[config.mk]
export PLATFORM = sky130hd
export DESIGN_NAME = adc_conversion_sequencer
export DESIGN_NICKNAME = d
export VERILOG_FILES = /design/src/adc_seq_pkg.sv /design/src/adc_conversion_sequencer.sv /design/src/sar_clock_divider.sv
export VERILOG_INCLUDE_DIRS = /design/src
export SDC_FILE = /design/constraint.sdc
export NUM_CORES = 1
export LEC_CHECK = 0
export ABC_AREA = 1
export BUFFER_PORTS_ARGS = -buffer_cell sky130_fd_sc_hd__buf_4
export CORE_MARGIN = 5
export CORE_UTILIZATION = 45
export CTS_CLUSTER_SIZE = 30
export DETAILED_ROUTE_END_ITERATION = 8
export PLACE_DENSITY_LB_ADDON = 0.08
export SYNTH_ARGS = -nofsm -noshare
export SYNTH_HDL_FRONTEND = slang
export SYNTH_HIERARCHICAL = 1
export SYNTH_SLANG_ARGS = --single-unit
[constraint.sdc]
create_clock -name ref_clk -period 3.25 [get_ports ref_clk]
set_input_delay 0.8125 -clock ref_clk [delete_from_list [all_inputs] [get_ports ref_clk]]
set_output_delay 0.8125 -clock ref_clk [all_outputs]
set_load 0.01 [all_outputs]
[src/adc_seq_consts.svh]
`ifndef ADC_SEQ_CONSTS_SVH
`define ADC_SEQ_CONSTS_SVH
// Register offsets on the plain register port.
`define OFS_CONTROL      4'h0
`define OFS_CONFIG       4'h1
`define OFS_CHANNEL      4'h2
`define OFS_RESULT_LOW   4'h3
`define OFS_RESULT_HIGH  4'h4
`define OFS_STATUS       4'h5
// Control register fields.
`define CTL_SRC_LSB      0
`define CTL_BUSY_BIT     2
`define CTL_DONE_BIT     3
`define CTL_BURST_BIT    4
`define CTL_IRQEN_BIT    5
`define CTL_TM_LSB       6
`define CTL_ENABLE_BIT   7
// Config register fields.
`define CFG_TK_LSB       0
`define CFG_RPT_LSB      4
`define CFG_DIV_LSB      6
// Reset values.
`define CONTROL_RESET    8'h00
`define CONFIG_RESET     8'h00
`define CHANNEL_RESET    5'h1F
// Timing in converter subsystem clock cycles and divided clock cycles.
`define CONV_SAR_CYCLES  4'hD
`define CONV_EDGE_CYCLES 2'h2
`define TRACK_EXTRA      2'h2
`define CHANNEL_COUNT    5'h1B
`endif

[src/adc_seq_pkg.sv]
package adc_seq_pkg;
    typedef enum logic [1:0] {
        SRC_SOFTWARE = 2'h0,
        SRC_TIMER3   = 2'h1,
        SRC_EXTPIN   = 2'h2,
        SRC_TIMER2   = 2'h3
    } start_src_e;
    typedef enum logic [1:0] {
        TM_RESERVED = 2'h0,
        TM_POST     = 2'h1,
        TM_PRE      = 2'h2,
        TM_DUAL     = 2'h3
    } track_mode_e;
    typedef enum logic [4:0] {
        ST_IDLE  = 5'b00001,
        ST_TRACK = 5'b00010,
        ST_CONV  = 5'b00100,
        ST_WRAP  = 5'b01000,
        ST_DONE  = 5'b10000
    } seq_state_e;
    typedef struct packed {
        logic       timer2Low;
        logic       timer2High;
        logic       timer3Low;
        logic       timer3High;
        logic       timer2Split;
        logic       timer3Split;
    } timer_events_s;
    typedef struct packed {
        logic [3:0] addr;
        logic [7:0] wdata;
        logic       wr;
        logic       rd;
    } reg_req_s;
endpackage : adc_seq_pkg

[src/adc_conversion_sequencer.sv]
`timescale 1ns/100ps
`include "adc_seq_consts.svh"
// Operation
// - Four selectable conversion start sources
// - Busy bit reads one while converting
// - Busy falling edge at the end of a series sets done, interrupt
// - Result valid whenever done flag set
// - Timer width picks low/high overflow
// - Powered when enabled or bursting
// - Burst powers up, converts, shuts down
// - Pre-tracking: convert immediately on start, except under burst
// - Post-tracking: hardware track, then convert
// - Post-tracking: input disconnected after conversion
// - Dual-tracking: track after, and between
// - Multiplexer routes 27 ground-referenced inputs
// - Hardware track lasts setting plus two
// - Conversion is 13 SAR plus 2
// - Burst start launches repeat count conversions
module adc_conversion_sequencer (
    input  wire logic                        ref_clk,
    input  wire logic                        resetn,
    input  wire logic [3:0]                  regAddr,
    input  wire logic [7:0]                  regWdata,
    input  wire logic                        regWr,
    input  wire logic                        regRd,
    output logic [7:0]                       regRdata,
    input  wire adc_seq_pkg::timer_events_s  timerEvents,
    input  wire logic                        extConvertStart,
    input  wire logic [11:0]                 sarResult,
    output logic                             adcPowered,
    output logic                             sampleConnect,
    output logic                             sarConverting,
    output logic [4:0]                       muxSelect,
    output logic                             conversionIrq
);
    import adc_seq_pkg::*;

    // ==================================================================
    // Registers
    // ==================================================================
    logic [7:0]  control_reg;
    logic [7:0]  config_reg;
    logic [4:0]  channel_reg;
    logic [15:0] result_reg;
    logic [15:0] accum_reg;
    logic        busy_reg;
    logic        done_reg;
    logic        busyPrev_reg;
    seq_state_e  state_reg;
    logic [4:0]  count_reg;
    logic [4:0]  samples_reg;
    logic [2:0]  extSync_reg;
    logic        extLevel_reg;
    logic        startPulse;
    logic        sarTick;
    logic        swStart;
    logic        busyFall;

    start_src_e  startSource;
    track_mode_e trackMode;
    logic        burstOn;
    logic        enableBit;
    logic [3:0]  trackSetting;
    logic [1:0]  repeatSel;
    logic [1:0]  sarDivide;

    assign startSource  = start_src_e'(control_reg[`CTL_SRC_LSB +: 2]);
    assign trackMode    = track_mode_e'(control_reg[`CTL_TM_LSB +: 2]);
    assign burstOn      = control_reg[`CTL_BURST_BIT];
    assign enableBit    = control_reg[`CTL_ENABLE_BIT];
    assign trackSetting = config_reg[`CFG_TK_LSB +: 4];
    assign repeatSel    = config_reg[`CFG_RPT_LSB +: 2];
    assign sarDivide    = config_reg[`CFG_DIV_LSB +: 2];

    // Number of samples per burst or accumulation: 1, 4, 8 or 16.
    function automatic logic [4:0] repeat_count(input logic [1:0] sel);
        case (sel)
            2'h0:    repeat_count = 5'h01;
            2'h1:    repeat_count = 5'h04;
            2'h2:    repeat_count = 5'h08;
            default: repeat_count = 5'h10;
        endcase
    endfunction : repeat_count

    // ==================================================================
    // Start event selection
    // ==================================================================
    // The pin passes three flops; an edge counts when the last two agree.
    always_ff @(posedge ref_clk) begin
        if (!resetn) begin
            extSync_reg  <= 3'h0;
            extLevel_reg <= 1'b0;
        end else begin
            extSync_reg <= {extSync_reg[1:0], extConvertStart};
            if (extSync_reg[1] == extSync_reg[2]) begin
                extLevel_reg <= extSync_reg[2];
            end
        end
    end

    assign swStart = regWr && regAddr == `OFS_CONTROL
                     && regWdata[`CTL_BUSY_BIT];

    always_comb begin
        case (startSource)
            SRC_SOFTWARE: startPulse = swStart;
            SRC_TIMER3:   startPulse = timerEvents.timer3Split
                                       ? timerEvents.timer3Low
                                       : timerEvents.timer3High;
            SRC_EXTPIN:   startPulse = extSync_reg[1] && extSync_reg[2]
                                       && !extLevel_reg;
            default:      startPulse = timerEvents.timer2Split
                                       ? timerEvents.timer2Low
                                       : timerEvents.timer2High;
        endcase
    end

    // ==================================================================
    // Sequencer
    // ==================================================================
    sar_clock_divider #(
        .DIV_W (2)
    ) sar_clock_divider_inst (
        .ref_clk (ref_clk),
        .resetn  (resetn),
        .run     (state_reg == ST_CONV),
        .divide  (sarDivide),
        .sarTick (sarTick)
    );

    // Pre-tracking under burst is a software fault; treated as post.
    always_ff @(posedge ref_clk) begin
        if (!resetn) begin
            state_reg   <= ST_IDLE;
            count_reg   <= 5'h00;
            samples_reg <= 5'h00;
            busy_reg    <= 1'b0;
        end else begin
            case (state_reg)
                ST_IDLE: begin
                    if (startPulse && (enableBit || burstOn)) begin
                        busy_reg    <= 1'b1;
                        samples_reg <= 5'h00;
                        count_reg   <= 5'h00;
                        if (trackMode == TM_PRE && !burstOn) begin
                            state_reg <= ST_WRAP;
                        end else begin
                            state_reg <= ST_TRACK;
                        end
                    end
                end
                ST_TRACK: begin
                    if (count_reg == 5'(trackSetting)
                        + 5'(`TRACK_EXTRA) - 5'h01) begin
                        count_reg <= 5'h00;
                        state_reg <= ST_WRAP;
                    end else begin
                        count_reg <= count_reg + 5'h01;
                    end
                end
                ST_WRAP: begin
                    // First of the two edge cycles of a conversion.
                    state_reg <= ST_CONV;
                    count_reg <= 5'h00;
                end
                ST_CONV: begin
                    if (sarTick) begin
                        if (count_reg == 5'(`CONV_SAR_CYCLES) - 5'h01) begin
                            state_reg   <= ST_DONE;
                            samples_reg <= samples_reg + 5'h01;
                        end
                        count_reg <= count_reg + 5'h01;
                    end
                end
                default: begin
                    count_reg <= 5'h00;
                    if (samples_reg < repeat_count(repeatSel)
                        && burstOn) begin
                        state_reg <= ST_TRACK;
                    end else if (samples_reg < repeat_count(repeatSel)) begin
                        // Non-burst accumulation waits for its next start.
                        busy_reg  <= 1'b0;
                        state_reg <= ST_IDLE;
                    end else begin
                        busy_reg    <= 1'b0;
                        samples_reg <= 5'h00;
                        state_reg   <= ST_IDLE;
                    end
                end
            endcase
            // Starts outside idle are ignored by construction.
        end
    end

    // ==================================================================
    // Result and done flag
    // ==================================================================
    always_ff @(posedge ref_clk) begin
        if (!resetn) begin
            accum_reg  <= 16'h0000;
            result_reg <= 16'h0000;
        end else if (state_reg == ST_DONE) begin
            if (samples_reg >= repeat_count(repeatSel)) begin
                result_reg <= accum_reg + {4'h0, sarResult};
                accum_reg  <= 16'h0000;
            end else begin
                accum_reg  <= accum_reg + {4'h0, sarResult};
            end
        end
    end

    always_ff @(posedge ref_clk) begin
        if (!resetn) begin
            busyPrev_reg <= 1'b0;
        end else begin
            busyPrev_reg <= busy_reg;
        end
    end

    // Done is only set once the final sample of a series lands.
    assign busyFall = busyPrev_reg && !busy_reg && samples_reg == 5'h00;

    // Set wins over a software clear in the same cycle.
    always_ff @(posedge ref_clk) begin
        if (!resetn) begin
            done_reg <= 1'b0;
        end else if (busyFall) begin
            done_reg <= 1'b1;
        end else if (regWr && regAddr == `OFS_CONTROL
                     && !regWdata[`CTL_DONE_BIT]) begin
            done_reg <= 1'b0;
        end
    end

    // ==================================================================
    // Register port
    // ==================================================================
    always_ff @(posedge ref_clk) begin
        if (!resetn) begin
            control_reg <= `CONTROL_RESET;
            config_reg  <= `CONFIG_RESET;
            channel_reg <= `CHANNEL_RESET;
        end else if (regWr) begin
            if (regAddr == `OFS_CONTROL) begin
                control_reg <= regWdata;
            end else if (regAddr == `OFS_CONFIG) begin
                config_reg <= regWdata;
            end else if (regAddr == `OFS_CHANNEL) begin
                if (regWdata[4:0] < `CHANNEL_COUNT) begin
                    channel_reg <= regWdata[4:0];
                end
            end
        end
    end

    always_ff @(posedge ref_clk) begin
        if (!resetn) begin
            regRdata <= 8'h00;
        end else if (regRd) begin
            if (regAddr == `OFS_CONTROL) begin
                regRdata <= {control_reg[7:4], done_reg, busy_reg,
                             control_reg[1:0]};
            end else if (regAddr == `OFS_CONFIG) begin
                regRdata <= config_reg;
            end else if (regAddr == `OFS_CHANNEL) begin
                regRdata <= {3'h0, channel_reg};
            end else if (regAddr == `OFS_RESULT_LOW) begin
                regRdata <= result_reg[7:0];
            end else if (regAddr == `OFS_RESULT_HIGH) begin
                regRdata <= result_reg[15:8];
            end else if (regAddr == `OFS_STATUS) begin
                regRdata <= {3'h0, state_reg};
            end else begin
                regRdata <= 8'h00;
            end
        end else begin
            regRdata <= 8'h00;
        end
    end

    // ==================================================================
    // Analog controls
    // ==================================================================
    always_ff @(posedge ref_clk) begin
        if (!resetn) begin
            adcPowered    <= 1'b0;
            sampleConnect <= 1'b0;
            sarConverting <= 1'b0;
            muxSelect     <= `CHANNEL_RESET;
            conversionIrq <= 1'b0;
        end else begin
            adcPowered <= enableBit || state_reg != ST_IDLE;
            if (state_reg == ST_TRACK) begin
                sampleConnect <= 1'b1;
            end else if (state_reg == ST_IDLE) begin
                sampleConnect <= enableBit && trackMode != TM_POST;
            end else begin
                sampleConnect <= 1'b0;
            end
            sarConverting <= state_reg == ST_CONV;
            muxSelect     <= channel_reg;
            conversionIrq <= done_reg && control_reg[`CTL_IRQEN_BIT];
        end
    end

    // ==================================================================
    // Checks
    // ==================================================================
    a_busy_on_start: assert property (@(posedge ref_clk) disable iff (!resetn)
        state_reg == ST_IDLE && startPulse && enableBit |=> busy_reg)
        else $error("Busy not set after start");
    a_done_after_fall: assert property (@(posedge ref_clk)
        disable iff (!resetn) busyFall |=> done_reg)
        else $error("Done flag missed falling busy");
    a_pre_immediate: assert property (@(posedge ref_clk) disable iff (!resetn)
        state_reg == ST_IDLE && startPulse && enableBit && !burstOn
        && trackMode == TM_PRE |=> state_reg == ST_WRAP)
        else $error("Pre-tracking did not convert at once");
    a_track_length: assert property (@(posedge ref_clk) disable iff (!resetn)
        $rose(state_reg == ST_TRACK) && trackSetting == 4'h2
        |-> ##4 state_reg == ST_WRAP)
        else $error("Tracking length wrong");
    a_wrap_to_conv: assert property (@(posedge ref_clk) disable iff (!resetn)
        state_reg == ST_WRAP |=> state_reg == ST_CONV)
        else $error("Conversion did not follow edge cycle");
    a_conv_bound: assert property (@(posedge ref_clk) disable iff (!resetn)
        $rose(state_reg == ST_CONV) && sarDivide == 2'h0
        |-> ##13 state_reg == ST_DONE)
        else $error("Conversion length wrong");
    a_start_ignored: assert property (@(posedge ref_clk)
        disable iff (!resetn) state_reg == ST_TRACK && startPulse
        |=> state_reg == ST_WRAP || count_reg != 5'h00)
        else $error("Start disturbed tracking");
    a_power_state: assert property (@(posedge ref_clk) disable iff (!resetn)
        state_reg != ST_IDLE |=> adcPowered)
        else $error("Converter unpowered while active");
    a_post_release: assert property (@(posedge ref_clk) disable iff (!resetn)
        state_reg == ST_IDLE && trackMode == TM_POST |=> !sampleConnect)
        else $error("Post-tracking input connected while idle");

    c_soft_start: cover property (@(posedge ref_clk)
        startSource == SRC_SOFTWARE && swStart && state_reg == ST_IDLE);
    c_burst_done: cover property (@(posedge ref_clk) burstOn && busyFall);
    c_pin_start: cover property (@(posedge ref_clk)
        startSource == SRC_EXTPIN && startPulse);
endmodule : adc_conversion_sequencer

[src/sar_clock_divider.sv]
`timescale 1ns/100ps
// Produces one-cycle enables at the SAR clock rate while running.
module sar_clock_divider #(
    parameter int DIV_W = 2
) (
    input  wire logic             ref_clk,
    input  wire logic             resetn,
    input  wire logic             run,
    input  wire logic [DIV_W-1:0] divide,
    output logic                  sarTick
);
    logic [DIV_W-1:0] count_reg;

    // The tick is combinational so that the first SAR period begins with
    // the conversion state; a registered tick would add one cycle.
    assign sarTick = run && count_reg >= divide;

    always_ff @(posedge ref_clk) begin
        if (!resetn || !run || sarTick) begin
            count_reg <= '0;
        end else begin
            count_reg <= count_reg + 1'b1;
        end
    end

    a_tick_spacing: assert property (@(posedge ref_clk)
        disable iff (!resetn) sarTick && divide != '0 |=> !sarTick)
        else $error("SAR tick repeated with nonzero divide");
endmodule : sar_clock_divider

==> impl_summary.txt <==
----------------------------------------------------
[Outcome]
  Status ... finished clean

[Clocking]
  Number of buffers inserted for hold repair after clock tree synthesis ... 0
  H-tree Lvls ... 3
  Maximum buffer depth of the clock tree ... 2
  Worst skew pair latency ... 0.38 ns
  Clock transition at the register clock pins on the worst setup and hold paths after CTS ... 0.09 ns
  Buffers inserted by post-CTS timing repair ... 0
  Number of buffers created by CTS ... 9
  Buffer cell driving the clock tree root ... sky130_fd_sc_hd__clkbuf_8
  Clock tree from TritonCTS ... built
  Number of clock sinks ... 92
  Count of instances resized after the clock tree is built ... 0

[Logic synthesis]
  Sequential share of the synthesized area ... 37.3%
  Gate count of the mapped netlist ... 723
  Compound-Gate Fraction of Synth Area ... 14.8%
  Predominant post-synthesis flop cell ... sky130_fd_sc_hd__dfxtp_1
  Largest area contributor in the netlist ... sky130_fd_sc_hd__dfxtp_1
  Share of cell area taken by muxes after synthesis ... 0%
  Main combinational cell family by area after synthesis ... simple AND/OR/NAND/NOR gates
  Library cell with the highest instance count after synthesis ... sky130_fd_sc_hd__nand2_1
  Yosys warning total ... 6
  Portion of synthesized cell area occupied by the leading cell type ... 37.3%
  Post-synthesis async set-or-reset flop share ... 0%
  Count of distinct cell types in the synthesized netlist ... 43
  Xor/xnor share of the synthesized area ... 1.42%
  Avg Cell Area, Syn ... 6.83 um^2
  Net count of the mapped netlist ... 783
  Commonest cells in the synthesized netlist ... sky130_fd_sc_hd__nand2_1 (195), sky130_fd_sc_hd__inv_1 (99), sky130_fd_sc_hd__dfxtp_1 (92)
  Number of synthesized flops with an enable pin ... 0
  Post-Synth Adder-Cell Area ... 6.48%
  Share of synthesized cell area in and, or, nand and nor gates ... 30.3%
  Netlist area before placement ... 0.00494 mm^2
  Flip-flop and latch count after synthesis ... 92
  Biggest area contributors in the synthesized netlist ... sky130_fd_sc_hd__dfxtp_1 (37%), sky130_fd_sc_hd__nand2_1 (15%), sky130_fd_sc_hd__a21oi_1 (7.8%)

[Timing]
  Slew headroom ... 54.5%
  Final TNS setup ... 0 ns
  Time the worst path needs with I/O delays and setup ... 2.29 ns
  Total count of max-transition violations in the final report ... 0
  Max Clock Freq ... 437 MHz
  Slew of the pin with the lowest slew margin ... 0.683 ns
  Crit share post-route ... 70.4%
  Setup Viol. Count Final ... 0
  RSZ-0062 raised after global routing ... false
  Hold slack final ... 0.422 ns
  Final setup skew ... 0.0124 ns
  Hold violation total from the final report ... 0

[Cells and area]
  Antenna diodes ... 0
  Final net count ... 830
  Fill cell instance count of the final layout ... 1113
  Storage element area ... 0.00184 mm^2
  Multi-input logic area ... 0.00262 mm^2
  Share of cells above drive strength 1 ... 12.0%
  Synth-to-Final Area Change ... 13.9%
  Final Non-Filler Cells ... 915

[Detailed routing]
  Drt total wl ... 13300 um
  Number of iterations in the first detailed-routing pass ... 5
  Number of design rule violations left after detail routing ... 0
  Routed vias ... 4747
  Detail Route Antenna Nets ... 0
  Detailed Route Iter0 Violations ... 317
  Routed wire length per instance ... 14.6 um
  DR vias/cell ... 5.19

[Power]
  Proportion of power drawn by flip-flops and latches ... 41.1%
  Cell Pwr Density ... 559 mW/mm^2
  Worst VDD drop ... 0.000322 V
  Switching share of total power ... 38.6%
  Clock power share ... 25.1%
  Combinational power share ... 33.8%
  Internal power ... 1930 uW
  Leakage ... 0.00257 uW
  Reported net switching power ... 1220 uW
  Power, Total ... 3150 uW

[Critical path]
  R2R depth ... 11
  Cell-by-cell listing of the critical path ... inv_1 -> nand2_1 -> ha_1 -> nand2_1 -> inv_1 -> a21oi_1 -> nand3_1 -> nand2_2 -> inv_2 -> o21ai_0 -> nor2_1
  Startpoint of the most critical setup path ... config_reg[4]
  Data arrival time of the critical path ... 2.56 ns
  Data required, critical path ... 3.52 ns
  Endpoint class of the critical path ... flip-flop
  Critical path's largest stage delay ... 0.48 ns
  CP max-delay cell ... sky130_fd_sc_hd__dfxtp_1
  Max FO, Critical Path ... 18
  R2r startpoint ... config_reg[4]
  Critical path class ... flip-flop to flip-flop
  Startpoint type of the worst setup path ... flip-flop

[Die]
  Starting density of the core ... 45.8%
  Number of rows created at floorplan ... 38
  Core Region ... 0.0108 mm^2
  Die span in x ... 115 um
  Die ar. ... 0.0132 mm^2
  Die Ht ... 115 um
  I/O pin count ... 52

[Global routing]
  All-Layer GR Usage ... 21.2%
  Via count of the first global-routing pass ... 4424
  Remaining global-route overflow ... 0
  Global-route wire length before repair ... 22100 um
  Initial antenna violation count ... 0
  Maximum number of pins on one net before global-route repair ... 44

[Run]
  Max-capacitance violation count ... 0

[Placement]
  Port Buffer Count ... 51
  Estimated wirelength of the detail-placed design ... 10000 um
  Cells after DPL ... 899
  Gp weighted congestion ... 0.852

[Worst hold path]
  Cell count of the worst hold path ... 2
  Hold wc startpoint ... extSync_reg[0]
  Class of the tightest hold or removal check ... flip-flop to flip-flop

----------------------------------------------------
## power by group through the flow
| stage | clock, uW | sequential, uW | combinational (uW) |
|---|---|---|---|
| finish | 789 | 1290 | 1060 |
| global route | 855 | 1300 | 1240 |
| CTS | 809 | 1290 | 1060 |
| detailed placement | 0 | 1320 | 1060 |
| global placement | 0 | 1310 | 1030 |
| floorplan | 0 | 1300 | 820 |
## kinds of logic (layout without fill, tap and decap cells)
| kind of cell | after synthesis | after routing |
|---|---|---|
| AOI/OAI and AO/OA | 135 | 135 |
| DFF | 92 | 92 |
| adders and majority gates | 25 | 25 |
| buffers and inverters | 123 | 175 |
| xor gates and xnor gates | 8 | 8 |
| and+or+nand+nor | 340 | 340 |
## worst paths after layout
| kind | end | slack [ns] |
|---|---|---|
| worst min-delay path | extSync_reg[1] | 0.42 |
| worst max-delay path | result_reg[8] | 0.96 |
| worst max register to register | result_reg[8] | 0.96 |
| worst min register to register | extSync_reg[1] | 0.42 |
## worst max-delay path: cells and delay by family, from the launching register on
kind            cells  cell delay (ns)
compound gates      2             0.35
simple gates        5             0.75
buf+inv             3             0.37
flops               1             0.48
fa+ha+maj           1             0.22
## stage by stage
stage                     setup slack [ns]  util [%]  area [um^2]
final                                0.960      52.1         5630
after global routing                 0.644      52.1         5630
after global placement               0.660      50.4         5440
after floorplan                      0.929         -         4940
after detailed placement             0.637      50.4         5440
after CTS                            0.961      52.1         5630
## layout make-up
cell class              count  area share (%)
clock buffers              11            2.33
well taps                 140            3.11
repair buffers             53            7.07
clock inverters             5            1.07
multi-input cells         508            46.6
inverters                 106            7.07
flip-flops and latches     92            32.7
## layer usage
| layer | track usage [%] | up-vias | part of all wire (%) |
|---|---|---|---|
| met3 | 3.00 | 20 | 4.6 |
| met5 | 0 | - | 0 |
| met2 | 34.7 | 91 | 47 |
| met4 | 7.59 | 0 | 1.8 |
| met1 | 28.9 | 2201 | 46 |
| li1 | - | 2435 | - |
## layout by cell type, fill, tap and decap left out, types with 4 or more instances in the layout
cell,count
sky130_fd_sc_hd__nand3b_1,5
sky130_fd_sc_hd__dfxtp_1,92
sky130_fd_sc_hd__nor2_1,52
sky130_fd_sc_hd__nand3_1,53
sky130_fd_sc_hd__nand4_1,9
sky130_fd_sc_hd__nor3_1,4
sky130_fd_sc_hd__inv_2,5
sky130_fd_sc_hd__xor2_1,5
sky130_fd_sc_hd__a21oi_1,77
sky130_fd_sc_hd__buf_4,53
sky130_fd_sc_hd__inv_1,99
sky130_fd_sc_hd__ha_1,24
sky130_fd_sc_hd__nand2_2,4
sky130_fd_sc_hd__o22ai_1,6
sky130_fd_sc_hd__a221oi_1,5
sky130_fd_sc_hd__o21ai_0,34
sky130_fd_sc_hd__clkbuf_8,9
sky130_fd_sc_hd__nand2_1,195
sky130_fd_sc_hd__or2_2,5
Note: power is estimated with default switching activity, not from simulation.
